[src/status_map.svh]
// bit positions, masks and reset values of the status reporting registers
`ifndef STATUS_MAP_SVH
`define STATUS_MAP_SVH

`define EVT_WIDTH           8

// status byte bit positions
`define SB_MEAS_SUM_BIT     0
`define SB_SRC_SUM_BIT      1
`define SB_ERRQ_BIT         2
`define SB_OUTQ_BIT         4
`define SB_STD_SUM_BIT      5
`define SB_SERVICE_BIT      6
`define SB_SUMMARY_MASK     8'h37

// standard event bit positions
`define SE_POWER_ON_BIT     7
`define SE_CMD_ERR_BIT      5
`define SE_EXEC_ERR_BIT     4
`define SE_DEV_ERR_BIT      3
`define SE_QUERY_ERR_BIT    2
`define SE_OP_DONE_BIT      0
`define SE_USED_MASK        8'hBD

// source event and condition bit positions
`define SRC_SAMPLING_BIT    7
`define SRC_SWEEP_READY_BIT 5
`define SRC_STORE_BIT       2
`define SRC_TURN_BIT        1
`define SRC_SWEEP_DONE_BIT  0
`define SRC_USED_MASK       8'hA7

// measurement event and condition bit positions
`define MEAS_SAMPLING_BIT   7
`define MEAS_DONE_BIT       6
`define MEAS_OVERRANGE_BIT  5
`define MEAS_HIGH_LIM_BIT   3
`define MEAS_LOW_LIM_BIT    2
`define MEAS_ABOVE_BIT      1
`define MEAS_BELOW_BIT      0
`define MEAS_USED_MASK      8'hEF

// reset values
`define STD_EVT_RESET       8'h80
`define EVT_RESET           8'h00
`define ENA_RESET           8'h00
`define COND_RESET          8'h00

`endif

[src/status_pkg.sv]
// types and shared decode functions of the status reporting block
package status_pkg;

  typedef enum logic [3:0]
  {
    Q_STATUS_BYTE,
    Q_SERIAL_POLL,
    Q_STD_EVENT,
    Q_STD_ENABLE,
    Q_SRQ_ENABLE,
    Q_SRC_COND,
    Q_SRC_EVENT,
    Q_SRC_ENABLE,
    Q_MEAS_COND,
    Q_MEAS_EVENT,
    Q_MEAS_ENABLE
  } query_e;

  typedef enum logic [1:0]
  {
    W_SRQ_ENABLE,
    W_STD_ENABLE,
    W_SRC_ENABLE,
    W_MEAS_ENABLE
  } write_e;

  typedef enum
  {
    OPC_IDLE,
    OPC_WAIT
  } opc_state_e;

  typedef logic [7:0] byte_t;

  // 0-to-1 change detector, shared by the source and measurement condition bits
  function automatic byte_t rise(input byte_t cur, input byte_t prev);
    rise = cur & ~prev;
  endfunction

endpackage

[src/event_group_if.sv]
// carrier between the top and one event register group
interface event_group_if;
  logic [7:0] set_bits;
  logic       rd_clr;
  logic       cls;
  logic       ena_wr;
  logic [7:0] ena_data;
  logic [7:0] event_q;
  logic [7:0] enable_q;
  logic       summary;

  modport owner
  (
    output set_bits, rd_clr, cls, ena_wr, ena_data,
    input  event_q, enable_q, summary
  );

  modport group
  (
    input  set_bits, rd_clr, cls, ena_wr, ena_data,
    output event_q, enable_q, summary
  );
endinterface

[src/event_group.sv]
// one latched event register with its enable mask and summary bit
`include "status_map.svh"
module event_group
#(
  parameter int         WIDTH      = `EVT_WIDTH,
  parameter logic [7:0] USED_MASK  = 8'hFF,
  parameter logic [7:0] RESET_VAL  = `EVT_RESET
)
(
  input wire logic    clk,   // block clock
  input wire logic    rst,   // synchronous reset
  event_group_if.group grp   // set, clear and enable traffic
);
  import status_pkg::*;

  logic [7:0] event_reg;
  logic [7:0] event_next;
  logic [7:0] enable_reg;

  generate
    if (WIDTH != 8)
    begin : g_width_check
      $error("event_group supports only 8-bit registers");
    end
  endgenerate

  always_comb
  begin
    event_next = (grp.rd_clr || grp.cls) ? `EVT_RESET : event_reg;
    event_next = (event_next | grp.set_bits) & USED_MASK;
  end

  always_ff @(posedge clk)
  begin
    if (rst)
      event_reg <= RESET_VAL & USED_MASK;
    else
      event_reg <= event_next;
  end

  always_ff @(posedge clk)
  begin
    if (rst)
      enable_reg <= `ENA_RESET;
    else if (grp.ena_wr)
      enable_reg <= grp.ena_data;
  end

  assign grp.event_q  = event_reg;
  assign grp.enable_q = enable_reg;
  assign grp.summary  = |(event_reg & enable_reg);
endmodule

[src/service_request.sv]
// master summary and request-service latch from the assembled status byte
`include "status_map.svh"
module service_request
(
  input  wire logic       clk,          // block clock
  input  wire logic       rst,          // synchronous reset
  input  wire logic [7:0] summary_bits, // status byte without bit 6
  input  wire logic [7:0] srq_enable,   // service request enable mask
  input  wire logic       poll,         // serial poll strobe
  output logic            mss,          // master summary
  output logic            rqs           // request-service latch
);
  import status_pkg::*;

  logic mss_reg;
  logic rqs_reg;

  assign mss = |(summary_bits & srq_enable & `SB_SUMMARY_MASK);

  always_ff @(posedge clk)
  begin
    if (rst)
      mss_reg <= 1'b0;
    else
      mss_reg <= mss;
  end

  always_ff @(posedge clk)
  begin
    if (rst)
      rqs_reg <= 1'b0;
    else if (mss && !mss_reg)
      rqs_reg <= 1'b1;
    else if (poll || !mss)
      rqs_reg <= 1'b0;
  end

  assign rqs = rqs_reg;
endmodule

[src/status_report.sv]
// status reporting block: event registers, status byte and service request
`include "status_map.svh"

// Functional notes
// - bit 6 is set when any other status bit meets its request enable
// - bit 5 is the masked OR of the standard event register
// - status byte query returns master summary in bit 6, clears nothing
// - serial poll returns the request latch in bit 6, then clears only it
// - no operation clears the whole status byte at once
// - clear-status clears event registers, leaves message-available alone
// - clear-status right after a message terminator also flushes output queue
// - power-on sets standard event bit 7
// - command syntax error sets standard event bit 5
// - execution error sets standard event bit 4
// - internal device fault sets standard event bit 3
// - missing or lost response data sets standard event bit 2
// - bit 0 sets once operations pending before the completion command finish
// - standard event bits 6 and 1 always read zero
// - standard event register clears on read, clear-status and power cycle
// - early trigger sets bit 7 in source and measurement event registers
// - sweep-ready condition tracks readiness, event latches on its rise
// - store, sweep turn and sweep end set source bits 2,1,0; 6,4,3 zero
// - event reads clear, condition reads do not; source clears on clear-status
// - measurement done sets measurement bit 6; bit 4 reads zero
// - measurement condition bits track live state, events latch on rises
// - an event reaches its summary only while its enable bit is one
// - source summary in status bit 1, measurement summary in bit 0
// - bit 2 error queue, bit 4 output queue non-empty; bits 3,7 zero
// - request latch sets on summary rise, clears on poll or summary fall
// - measurement event register clears on read, clear-status and power cycle
module status_report
(
  input  wire logic                 REF_CLK,          // 125 MHz block clock
  input  wire logic                 RST,              // synchronous reset, power cycle
  input  wire logic                 QUERY_STB,        // one-cycle query request
  input  wire status_pkg::query_e   QUERY_SEL,        // which register is queried
  input  wire logic                 WR_STB,           // one-cycle enable write
  input  wire status_pkg::write_e   WR_SEL,           // which enable is written
  input  wire logic [7:0]           WR_DATA,          // enable write value
  input  wire logic                 CLS_STB,          // clear-status command
  input  wire logic                 AFTER_TERMINATOR, // last message ended in terminator
  input  wire logic                 CMD_ERR,          // syntax error pulse
  input  wire logic                 EXEC_ERR,         // execution error pulse
  input  wire logic                 DEV_ERR,          // internal fault pulse
  input  wire logic                 QUERY_ERR,        // response lost pulse
  input  wire logic                 OPC_CMD,          // operation-complete command pulse
  input  wire logic                 OPS_IDLE,         // no earlier operation pending
  input  wire logic                 ERR_QUEUE_NONEMPTY,  // error queue level
  input  wire logic                 OUT_QUEUE_NONEMPTY,  // output queue level
  input  wire logic                 TRIG_EARLY,       // trigger before cycle end pulse
  input  wire logic                 SWEEP_READY,      // sweep start acceptable level
  input  wire logic                 STORE_DONE,       // store finished pulse
  input  wire logic                 SWEEP_TURN_DONE,  // sweep turn finished pulse
  input  wire logic                 SWEEP_DONE,       // whole sweep finished pulse
  input  wire logic                 MEASUREMENT_DONE, // measurement complete pulse
  input  wire logic                 OVERRANGE_FLAG,   // overrange level
  input  wire logic                 HIGH_LIMITER_ACTIVE, // high limiter level
  input  wire logic                 LOW_LIMITER_ACTIVE,  // low limiter level
  input  wire logic                 COMPARE_ABOVE,    // compare high level
  input  wire logic                 COMPARE_BELOW,    // compare low level
  output logic [7:0]                RD_DATA,          // query answer, registered
  output logic                      RD_VALID,         // answer strobe, registered
  output logic                      OUT_QUEUE_FLUSH,  // empty output queue pulse
  output logic                      SRQ               // service request, latch level
);
  import status_pkg::*;

  event_group_if std_if ();
  event_group_if src_if ();
  event_group_if meas_if ();

  logic [7:0]  src_cond_reg;
  logic [7:0]  src_cond_next;
  logic [7:0]  meas_cond_reg;
  logic [7:0]  meas_cond_next;
  logic [7:0]  srq_enable_reg;
  logic [7:0]  status_byte;
  logic [7:0]  rd_data_reg;
  logic [7:0]  rd_data_next;
  logic        rd_valid_reg;
  logic        flush_reg;
  logic        mss;
  logic        rqs;
  logic        is_poll;
  logic        opc_fire;
  opc_state_e  opc_state_reg;
  opc_state_e  opc_state_next;

  // query decode, used for read clears and for the serial poll strobe
  function automatic logic queried(input logic stb, input query_e sel, input query_e which);
    queried = stb && (sel == which);
  endfunction

  function automatic logic written(input logic stb, input write_e sel, input write_e which);
    written = stb && (sel == which);
  endfunction

  assign is_poll = queried(QUERY_STB, QUERY_SEL, Q_SERIAL_POLL);

  // ---------------- operation complete tracking ----------------
  // an operation-complete command waits for earlier work to drain
  always_comb
  begin
    opc_state_next = opc_state_reg;
    opc_fire       = 1'b0;
    case (opc_state_reg)
      OPC_IDLE:
      begin
        if (OPC_CMD && OPS_IDLE)
          opc_fire = 1'b1;
        else if (OPC_CMD)
          opc_state_next = OPC_WAIT;
      end
      OPC_WAIT:
      begin
        if (OPS_IDLE)
        begin
          opc_fire       = 1'b1;
          opc_state_next = OPC_IDLE;
        end
      end
      default:
      begin
        opc_state_next = OPC_IDLE;
      end
    endcase
  end

  always_ff @(posedge REF_CLK)
  begin
    if (RST)
      opc_state_reg <= OPC_IDLE;
    else
      opc_state_reg <= opc_state_next;
  end

  // ---------------- standard event group ----------------
  always_comb
  begin
    std_if.set_bits = 8'h00;
    std_if.set_bits[`SE_CMD_ERR_BIT]   = CMD_ERR;
    std_if.set_bits[`SE_EXEC_ERR_BIT]  = EXEC_ERR;
    std_if.set_bits[`SE_DEV_ERR_BIT]   = DEV_ERR;
    std_if.set_bits[`SE_QUERY_ERR_BIT] = QUERY_ERR;
    std_if.set_bits[`SE_OP_DONE_BIT]   = opc_fire;
  end

  assign std_if.rd_clr   = queried(QUERY_STB, QUERY_SEL, Q_STD_EVENT);
  assign std_if.cls      = CLS_STB;
  assign std_if.ena_wr   = written(WR_STB, WR_SEL, W_STD_ENABLE);
  assign std_if.ena_data = WR_DATA;

  event_group
  #(
    .WIDTH     (`EVT_WIDTH),
    .USED_MASK (`SE_USED_MASK),
    .RESET_VAL (`STD_EVT_RESET)
  )
  u_std_group
  (
    .clk (REF_CLK),
    .rst (RST),
    .grp (std_if)
  );

  // ---------------- source condition and event group ----------------
  // sweep ready tracks live level
  always_comb
  begin
    src_cond_next = `COND_RESET;
    src_cond_next[`SRC_SWEEP_READY_BIT] = SWEEP_READY;
  end

  always_ff @(posedge REF_CLK)
  begin
    if (RST)
      src_cond_reg <= `COND_RESET;
    else
      src_cond_reg <= src_cond_next;
  end

  always_comb
  begin
    src_if.set_bits = rise(src_cond_next, src_cond_reg);
    src_if.set_bits[`SRC_SAMPLING_BIT]   = TRIG_EARLY;
    src_if.set_bits[`SRC_STORE_BIT]      = STORE_DONE;
    src_if.set_bits[`SRC_TURN_BIT]       = SWEEP_TURN_DONE;
    src_if.set_bits[`SRC_SWEEP_DONE_BIT] = SWEEP_DONE;
  end

  assign src_if.rd_clr   = queried(QUERY_STB, QUERY_SEL, Q_SRC_EVENT);
  assign src_if.cls      = CLS_STB;
  assign src_if.ena_wr   = written(WR_STB, WR_SEL, W_SRC_ENABLE);
  assign src_if.ena_data = WR_DATA;

  event_group
  #(
    .WIDTH     (`EVT_WIDTH),
    .USED_MASK (`SRC_USED_MASK),
    .RESET_VAL (`EVT_RESET)
  )
  u_src_group
  (
    .clk (REF_CLK),
    .rst (RST),
    .grp (src_if)
  );

  // ---------------- measurement condition and event group ----------------
  // live condition tracking
  always_comb
  begin
    meas_cond_next = `COND_RESET;
    meas_cond_next[`MEAS_OVERRANGE_BIT] = OVERRANGE_FLAG;
    meas_cond_next[`MEAS_HIGH_LIM_BIT]  = HIGH_LIMITER_ACTIVE;
    meas_cond_next[`MEAS_LOW_LIM_BIT]   = LOW_LIMITER_ACTIVE;
    meas_cond_next[`MEAS_ABOVE_BIT]     = COMPARE_ABOVE;
    meas_cond_next[`MEAS_BELOW_BIT]     = COMPARE_BELOW;
  end

  always_ff @(posedge REF_CLK)
  begin
    if (RST)
      meas_cond_reg <= `COND_RESET;
    else
      meas_cond_reg <= meas_cond_next;
  end

  always_comb
  begin
    meas_if.set_bits = rise(meas_cond_next, meas_cond_reg);
    meas_if.set_bits[`MEAS_SAMPLING_BIT] = TRIG_EARLY;
    meas_if.set_bits[`MEAS_DONE_BIT]     = MEASUREMENT_DONE;
  end

  assign meas_if.rd_clr   = queried(QUERY_STB, QUERY_SEL, Q_MEAS_EVENT);
  assign meas_if.cls      = CLS_STB;
  assign meas_if.ena_wr   = written(WR_STB, WR_SEL, W_MEAS_ENABLE);
  assign meas_if.ena_data = WR_DATA;

  event_group
  #(
    .WIDTH     (`EVT_WIDTH),
    .USED_MASK (`MEAS_USED_MASK),
    .RESET_VAL (`EVT_RESET)
  )
  u_meas_group
  (
    .clk (REF_CLK),
    .rst (RST),
    .grp (meas_if)
  );

  // ---------------- status byte ----------------
  // request enable survives clear-status
  always_ff @(posedge REF_CLK)
  begin
    if (RST)
      srq_enable_reg <= `ENA_RESET;
    else if (written(WR_STB, WR_SEL, W_SRQ_ENABLE))
      srq_enable_reg <= WR_DATA;
  end

  // each bit follows its own source only
  always_comb
  begin
    status_byte = 8'h00;
    status_byte[`SB_MEAS_SUM_BIT] = meas_if.summary;
    status_byte[`SB_SRC_SUM_BIT]  = src_if.summary;
    status_byte[`SB_ERRQ_BIT]     = ERR_QUEUE_NONEMPTY;
    status_byte[`SB_OUTQ_BIT]     = OUT_QUEUE_NONEMPTY;
    status_byte[`SB_STD_SUM_BIT]  = std_if.summary;
  end

  service_request u_service_request
  (
    .clk          (REF_CLK),
    .rst          (RST),
    .summary_bits (status_byte),
    .srq_enable   (srq_enable_reg),
    .poll         (is_poll),
    .mss          (mss),
    .rqs          (rqs)
  );

  // ---------------- query answers ----------------
  // answers show values before any clear of the same cycle takes effect
  always_comb
  begin
    rd_data_next = rd_data_reg;
    if (QUERY_STB)
    begin
      case (QUERY_SEL)
        Q_STATUS_BYTE:
        begin
          rd_data_next = status_byte;
          rd_data_next[`SB_SERVICE_BIT] = mss;
        end
        Q_SERIAL_POLL:
        begin
          rd_data_next = status_byte;
          rd_data_next[`SB_SERVICE_BIT] = rqs;
        end
        Q_STD_EVENT:   rd_data_next = std_if.event_q;
        Q_STD_ENABLE:  rd_data_next = std_if.enable_q;
        Q_SRQ_ENABLE:  rd_data_next = srq_enable_reg;
        Q_SRC_COND:    rd_data_next = src_cond_reg;
        Q_SRC_EVENT:   rd_data_next = src_if.event_q;
        Q_SRC_ENABLE:  rd_data_next = src_if.enable_q;
        Q_MEAS_COND:   rd_data_next = meas_cond_reg;
        Q_MEAS_EVENT:  rd_data_next = meas_if.event_q;
        Q_MEAS_ENABLE: rd_data_next = meas_if.enable_q;
        default:       rd_data_next = 8'h00;
      endcase
    end
  end

  always_ff @(posedge REF_CLK)
  begin
    if (RST)
      rd_data_reg <= 8'h00;
    else
      rd_data_reg <= rd_data_next;
  end

  always_ff @(posedge REF_CLK)
  begin
    if (RST)
      rd_valid_reg <= 1'b0;
    else
      rd_valid_reg <= QUERY_STB;
  end

  // ---------------- output queue flush ----------------
  // clear-status after terminator
  always_ff @(posedge REF_CLK)
  begin
    if (RST)
      flush_reg <= 1'b0;
    else
      flush_reg <= CLS_STB && AFTER_TERMINATOR;
  end

  assign RD_DATA         = rd_data_reg;
  assign RD_VALID        = rd_valid_reg;
  assign OUT_QUEUE_FLUSH = flush_reg;
  // request line carries the latch, so a serial poll drops it
  assign SRQ             = rqs;
endmodule

[config.mk]
export PLATFORM = sky130hd
export DESIGN_NAME = status_report
export DESIGN_NICKNAME = d
export VERILOG_FILES = /design/src/status_pkg.sv /design/src/event_group_if.sv /design/src/event_group.sv /design/src/service_request.sv /design/src/status_report.sv
export VERILOG_INCLUDE_DIRS = /design/src /design/src/src
export SDC_FILE = /design/constraint.sdc
export NUM_CORES = 1
export LEC_CHECK = 0
export ABC_AREA = 1
export BUFFER_PORTS_ARGS = -buffer_cell sky130_fd_sc_hd__buf_2
export CORE_MARGIN = 10
export CORE_UTILIZATION = 25
export DETAILED_ROUTE_END_ITERATION = 12
export PLACE_DENSITY = 0.51
export SLEW_MARGIN = 20
export SYNTH_ARGS = -nofsm -noshare
export SYNTH_HDL_FRONTEND = slang
export SYNTH_SLANG_ARGS = --single-unit
[constraint.sdc]
create_clock -name REF_CLK -period 1.08 [get_ports REF_CLK]
set_input_delay 0.108 -clock REF_CLK [delete_from_list [all_inputs] [get_ports REF_CLK]]
set_output_delay 0.108 -clock REF_CLK [all_outputs]
set_load 0.01 [all_outputs]
==> out/qor.csv, run 1 <==
stage,metric,value,unit
layout,nets,586,
critical_path,critPathSlowestCell,dfxtp_4,
timing,rsz0062_at_grt,true,
placed_design,pre_cts_slack,-0.371,ns
timing,maxSlewHeadroom,76.6,%
critical_path,path_buf_inv,0,
floorplan,design.portCount,50,
layout,fillerInstances,1262,
timing,clock_skew,0.00544,ns
detailed_routing,antenna_left,0,
critical_path,critical_path_class,flop to flop,
global_routing,grt_pass1_wl,16.2,mm
clock_tree,ctsHtreeMaxLevel,3,
detailed_routing,wirelength,10.5,mm
global_routing,grt_usage,12.5,%
critical_path,critPathRequiredTime,1.29,ns
timing,fmax,795,MHz
detailed_routing,drtIter0Drc,237,
synthesis,ys_seq_elements,69,
synthesis,synth_top_family_by_area,simple AND/OR/NAND/NOR gates,
flow_run,drv_cap,0,
clock_tree,clockBufferDepth,2,
layout,final_layout_size_suffix_gt1_share,28.1,%
synthesis,yosys_warnings,0,
layout,utilization,35.4,%
detailed_routing,top_layer_used,met4,
global_routing,grt-ovfl-total,0,
critical_path,crit_family,simple AND/OR/NAND/NOR gates,
power,p_leak,2.00,nW
placed_design,hpwl,8.31,mm
detailed_routing,route.met2.wl,4.96,mm
clock_tree,numCtsBuffers,9,
global_routing,antenna_found_initial,0,
critical_path,cp_max_fo,3,
detailed_routing,wl_per_cell,15.0,µm
placed_design,place.port_buffers,49,
critical_path,worstSetupStartpointType,flop,
synthesis,synth-compound-area-share,19.2,%
synthesis,synthCells,446,
clock_tree,clkTransAtPathRegs,0.05,ns
critical_path,slowest_delay,0.35,ns
timing,setup_slack,-0.178,ns
status,status,finished with violations,
synthesis,synth_top_area_share,45.6,%
global_routing,grt_pass1_vias,3105,
power,ir_drop,758,µV
synthesis,yosysSeqAreaShare,45.6,%
placed_design,place.gp.congestion,0.918,
status,violations,"negative hold slack, negative setup slack",
detailed_routing,vias_per_cell,4.48,
power,powerDensity,1500,nW/µm²
timing,setup_viol,5,
clock_tree,tritoncts,built,
detailed_routing,drtPass1Iterations,4,
detailed_routing,wl_met3,697,µm
synthesis,ys_types,25,
clock_tree,cts.sinks,69,
synthesis,synth_top_cell_by_area,dfxtp_1,
timing,timing.final.crit_share,116,%
global_routing,grt_start_max_net_pins,33,
timing,hold_ws,-0.00107,ns
critical_path,worstPathArrival,1.46,ns
timing,period_needed,1.26,ns
synthesis,synth_area_per_cell,6.80,µm²
detailed_routing,wl_met1,4.72,mm
layout,diodes,0,
clock_tree,root_buffer,clkbuf_16,
critical_path,r2r_setup_slack,-0.18,ns
detailed_routing,vias,3129,
synthesis,synth.area.top_cells,"dfxtp_1 46%, nand2_1 15%, nor2_1 7.4%, inv_1 6.8%, o21ai_0 6.6%",
timing,drv_slew,0,
floorplan,die_h,130,µm
floorplan,start_util,25.3,%
floorplan,coreArea,12000,µm²
floorplan,fp-row-count,40,
critical_path,crit_path_frequent_cell,nand2_2,
synthesis,syn_nets,485,
critical_path,end_kind,flop,
timing,worstMarginPinSlew,0.351,ns
synthesis,netlist_area,3030,µm²
floorplan,fp.dieArea,16900,µm²
synthesis,synth_mux_area_share,0,%
floorplan,dieWidth,130,µm
synthesis,synth_fa_ha_area_share,0,%
layout,syn2layout_area_growth,39.6,%
synthesis,synth-simple-area-share,26.0,%
critical_path,crit_chain,nand2_2 > nand2_2 > nor2_2 > nand2_2 > nand2_2 > nand2_2 > o21bai_1 > nand2_1 > nand2_1 > a21oi_2,
hold_path,hp-class,input pin to flop,
clock_tree,clock_latency,0.33,ns
timing,hold_violations,1,
synthesis,synth_xor_area_share,0,%
detailed_routing,route.detailed.drc,0,
==> area by class of cell <==
cell class | instances | area [µm²] | share of cell area [%]
clock buffer | 13 | 240 | 5.68
clock inverter | 2 | 35.0 | 0.828
sequential | 69 | 1390 | 32.9
tap | 147 | 184 | 4.35
inverter | 61 | 229 | 5.41
timing repair buffer | 103 | 692 | 16.4
multi-input combinational | 303 | 1460 | 34.5
==> cells by family after synthesis <==
family | Yosys count
and+or+nand+nor | 198
DFF | 69
buffers and inverters | 74
AOI/OAI and AO/OA | 105
==> power breakdown <==
part	leakage, nW	internal, mW	switching, mW
sequential	0.570	2.69	0.0856
combinational	1.30	0.332	0.434
clock	0.134	1.77	1.01
total	2.00	4.80	1.53
==> Yosys cell counts <==
master    number
o21ai_2        2
nor3_2         1
clkbuf_1      11
nor3_1         1
dfxtp_1       69
inv_1         55
o211ai_1       4
nand3_1        6
nand2_1      119
nand3b_1       1
o22ai_1        4
buf_2          2
nand2_2        2
clkinv_1       1
o21ai_1        6
nor2_2         5
inv_2          5
a21oi_1       38
o21a_1         2
o31ai_1        1
nor2_1        60
o32ai_1        6
o21ai_0       40
nand4_1        3
o21bai_1       2
==> per-stage QoR <==
stage	TNS (ns)	instance area [µm²]	power, mW	cells
CTS	-0.302	4150	6.35	697
finish	-0.675	4230	6.33	698
global route	-1.17	4230	6.59	698
floorplan	0	3030	3.14	446
global placement	-4.65	3790	3.53	677
detailed placement	-4.86	3790	3.54	677
==> layout by cell type (no fill, tap or decap), types with 2 or more instances in the layout <==
cell,Yosys,routed
o21ai_1,6,6
clkbuf_16,0,9
o21a_1,2,2
dlygate4sd3_1,0,5
nand2_2,2,15
inv_1,55,55
nand2_1,119,105
buf_2,2,49
a21oi_1,38,35
clkbuf_1,11,4
a21oi_2,0,3
nand4_1,3,3
dfxtp_1,69,62
nand3_2,0,2
o21ai_0,40,38
inv_2,5,5
o211ai_1,4,4
buf_4,0,46
buf_12,0,2
nor2_2,5,7
o21bai_1,2,2
nor2_1,60,57
nand3_1,6,4
dfxtp_2,0,6
o21ai_2,2,3
o32ai_1,6,6
o22ai_1,4,4
==> worst min-delay path, cell delays in order <==
cell and delay (ns):
buf_2 0.07, inv_1 0.04, nor2_1 0.07
==> repair_timing <==
action                                 in CTS  in global routing
endpoints found under the hold margin       5                  0
setup endpoints to repair                  11                 17
hold buffers                                5                  0
resized for setup                          14                 24
setup buffers                               0                  1
pin swaps                                   2                 15
==> metal layers <==
layer / vias to the layer above / global-route usage (%)
met5: - / 0
met4: 0 / 2.71
met3: 10 / 3.41
met2: 77 / 21.0
met1: 1421 / 15.6
li1: 1621 / -
==> worst paths after layout <==
path,cells past startpoint,from,end
min,3,LOW_LIMITER_ACTIVE,meas_cond_reg[2]
max reg2reg,10,u_meas_group.grp.event_q[7],RD_DATA[6]
max,10,u_meas_group.grp.event_q[7],RD_DATA[6]
min reg2reg,1,u_service_request.mss_reg,u_service_request.rqs
Note: power is estimated with default switching activity, not from simulation.
==> run 2: changes to the inputs <==
- ABC_AREA: 1 -> 0
- CORE_UTILIZATION: 25 -> 50
- PLACE_DENSITY: 0.51 -> 0.83
==> out/qor.csv, run 2 <==
stage,metric,value,unit,change
status,status,finished with violations,,
status,violations,negative setup slack,,
synthesis,synth_top_area_share,44.1,%,-1.4 points
critical_path,path_buf_inv,0,,unchanged
synthesis,syn_nets,364,,-25%
synthesis,yosys_warnings,0,,unchanged
critical_path,crit_cells,5,,-5
critical_path,slowest_delay,0.38,ns,+0.03 ns
global_routing,antenna_found_initial,0,,unchanged
synthesis,synthCells,325,,-27%
placed_design,place_inst,502,,-26%
timing,setup_tns,-3.41,ns,-2.74 ns
floorplan,design.portCount,50,,unchanged
layout,utilization,74.4,%,+39 points
critical_path,end_kind,flop,,
detailed_routing,vias,3048,,-2.6%
power,powerDensity,1290,nW/µm²,-14%
power,p_leak,2.07,nW,+3.4%
critical_path,critPathRequiredTime,1.33,ns,+0.04 ns
placed_design,pre_cts_slack,-0.487,ns,-0.116 ns
clock_tree,cts.sinks,69,,unchanged
floorplan,dieWidth,99.1,µm,-24%
layout,diodes,0,,unchanged
clock_tree,ctsHtreeMaxLevel,3,,unchanged
power,ir_drop,1100,µV,+45%
floorplan,fp.dieArea,9820,µm²,-42%
critical_path,crit_path_frequent_cell,a222oi_1,,
placed_design,place.port_buffers,49,,unchanged
timing,timing.final.crit_share,158,%,+41 points
layout,final_cell_count_no_fill,531,,-24%
clock_tree,clockBufferDepth,2,,unchanged
critical_path,r2r_setup_slack,-0.62,ns,-0.45 ns
floorplan,coreArea,5990,µm²,-50%
global_routing,grt_pass1_wl,15.7,mm,-3.0%
timing,rsz0062_at_grt,true,,
timing,hold_violations,0,,-1
critical_path,worstPathArrival,1.96,ns,+0.50 ns
synthesis,netlist_area,3130,µm²,+3.2%
timing,worstMarginPinSlew,0.432,ns,+0.0807 ns
synthesis,ys_top_cells_by_count,"69 x dfxtp_1, 49 x nor2_1, 36 x mux2i_1",,
floorplan,fp-row-count,28,,-30%
critical_path,crit_chain,a222oi_1 > nand3_1 > a222oi_1 > a21oi_2 > a41o_1,,
detailed_routing,antenna_left,0,,unchanged
timing,drv_slew,0,,unchanged
layout,final_common_cell,buf_4,,
timing,setup_slack,-0.623,ns,-0.445 ns
clock_tree,tritoncts,built,,
critical_path,critical_path_class,flop to flop,,
critical_path,crit_end,RD_DATA[6],,
detailed_routing,wirelength,10.0,mm,-4.4%
critical_path,critPathSlowestCell,a222oi_1,,
synthesis,synth-async-reset-ratio,0,%,unchanged
timing,clock_skew,0.00826,ns,+0.00282 ns
critical_path,cp-startpoint,u_meas_group.grp.event_q[0],,
floorplan,die_h,99.1,µm,-24%
global_routing,grt-ovfl-total,0,,unchanged
synthesis,synth_edf_count,0,,unchanged
critical_path,worstSetupStartpointType,flop,,
critical_path,reg2reg_to,RD_DATA[6],,
timing,fmax,587,MHz,-26%
layout,nets,492,,-16%
global_routing,grt_pass1_vias,3051,,-1.7%
synthesis,synth_top_cell_by_area,dfxtp_1,,
placed_design,place.gp.congestion,0.985,,+7.3%
layout,mostFrequentLayoutCells,"63 x buf_4, 54 x dfxtp_1, 49 x nor2_1, 49 x buf_2, 35 x mux2i_1",,
synthesis,yosysSeqAreaShare,44.1,%,-1.4 points
timing,setup_viol,10,,+5
detailed_routing,wl_per_cell,18.9,µm,+26%
synthesis,synth_area_per_cell,9.63,µm²,+42%
layout,final_layout_size_suffix_gt1_share,42.3,%,+14 points
critical_path,crit_family,compound AO/OA/AOI/OAI gates,,
detailed_routing,vias_per_cell,5.74,,+28%
clock_tree,root_buffer,clkbuf_8,,
placed_design,place_area,3970,µm²,+4.6%
timing,maxSlewHeadroom,71.1,%,-5.5 points
synthesis,synth_ff_type,dfxtp_1,,
detailed_routing,drtIter0Drc,255,,+7.6%
critical_path,rr_startpoint,u_meas_group.grp.event_q[0],,
hold_path,hp-class,input pin to flop,,
timing,hold_ws,0.00888,ns,+0.00995 ns
clock_tree,clkTransAtPathRegs,0.07,ns,+0.02 ns
layout,fillerInstances,416,,-67%
synthesis,synth.most_common_cell,dfxtp_1,,
placed_design,hpwl,7.39,mm,-11%
synthesis,ys_types,60,,+140%
synthesis,synth.area.top_cells,"dfxtp_1 44%, mux2i_1 12%, nor2_1 5.9%, a22o_1 3.4%, a21oi_1 2.9%",,
flow_run,drv_cap,0,,unchanged
detailed_routing,route.detailed.drc,0,,unchanged
clock_tree,clock_latency,0.36,ns,+0.03 ns
global_routing,grt_start_max_net_pins,35,,+6.1%
floorplan,start_util,52.2,%,+27 points
synthesis,ys_seq_elements,69,,unchanged
global_routing,grt_usage,19.9,%,+7.4 points
layout,fin_area,4460,µm²,+5.4%
layout,syn2layout_area_growth,42.5,%,
power,finalPower,5.75,mW,-9.1%
critical_path,reg2reg_depth,5,,-5
clock_tree,numCtsBuffers,9,,unchanged
critical_path,cp_max_fo,3,,unchanged
detailed_routing,drtPass1Iterations,5,,+1
timing,period_needed,1.70,ns,+0.445 ns
[run 2: cell count changes after synthesis, sizes merged, moves of 14 or more]
cell	before	now
buf	2	16
inv	60	8
nand2	121	12
o21ai	48	8
nor2	65	51
nor2b	0	14
mux2i	0	36
a21oi	38	19
[run 2: routing by layer]
metal,track usage (%),wire length [µm]
met1,23.7,4270
met3,5.54,656
met5,0,0
met4,8.93,371
met2,32.6,4720
[run 2: where the power goes]
part	internal, mW	total (mW)	switching, mW	leakage (nW)
clock	1.10	2.05	0.945	0.0923
combinational	0.490	0.956	0.466	1.41
sequential	2.67	2.75	0.0812	0.571
total	4.26	5.75	1.49	2.07
[run 2: how the worst min path moves through the flow]
stage | from | end | slack, ns | cells after the start
5_1_grt | MEASUREMENT_DONE | u_meas_group.grp.event_q[6] | 0.0006 | 3
3_5_place_dp | OPS_IDLE | opc_state_reg[0] | 0.29 | 2
4_1_cts | MEASUREMENT_DONE | u_meas_group.grp.event_q[6] | 0.003 | 3
6_report | MEASUREMENT_DONE | u_meas_group.grp.event_q[6] | 0.009 | 3
2_1_floorplan | OPS_IDLE | opc_state_reg[0] | 0.19 | 1
3_3_place_gp | OPS_IDLE | opc_state_reg[0] | 0.28 | 2
[run 2: kinds of logic after synthesis]
logic type | after synthesis | synth area share [%]
flops | 69 | 44.1
buf+inv | 27 | 5.12
simple gates | 104 | 17.1
compound gates | 86 | 21.0
mux | 39 | 12.7
[run 2: cell type report]
cell class / count / area (µm²) / area share [%]
inverter: 8 / 30.0 / 0.674
sequential: 69 / 1400 / 31.4
tap: 75 / 93.8 / 2.10
clock inverter: 2 / 35.0 / 0.786
timing repair buffer: 136 / 1030 / 23.0
multi-input combinational: 229 / 1730 / 38.7
clock buffer: 12 / 145 / 3.26
[run 2: worst register-to-register path, stage by stage (launching register included)]
cell and delay [ns]:
dfxtp_2 0.32, a222oi_1 0.38, nand3_1 0.21, a222oi_1 0.34
a21oi_2 0.15, a41o_1 0.20
[run 2: timing repair]
action,CTS,global route
endpoints found under the hold margin,12,0
resized for setup,31,15
hold buffers,11,0
pin swaps,12,9
setup endpoints to repair,22,22
setup buffers,4,3
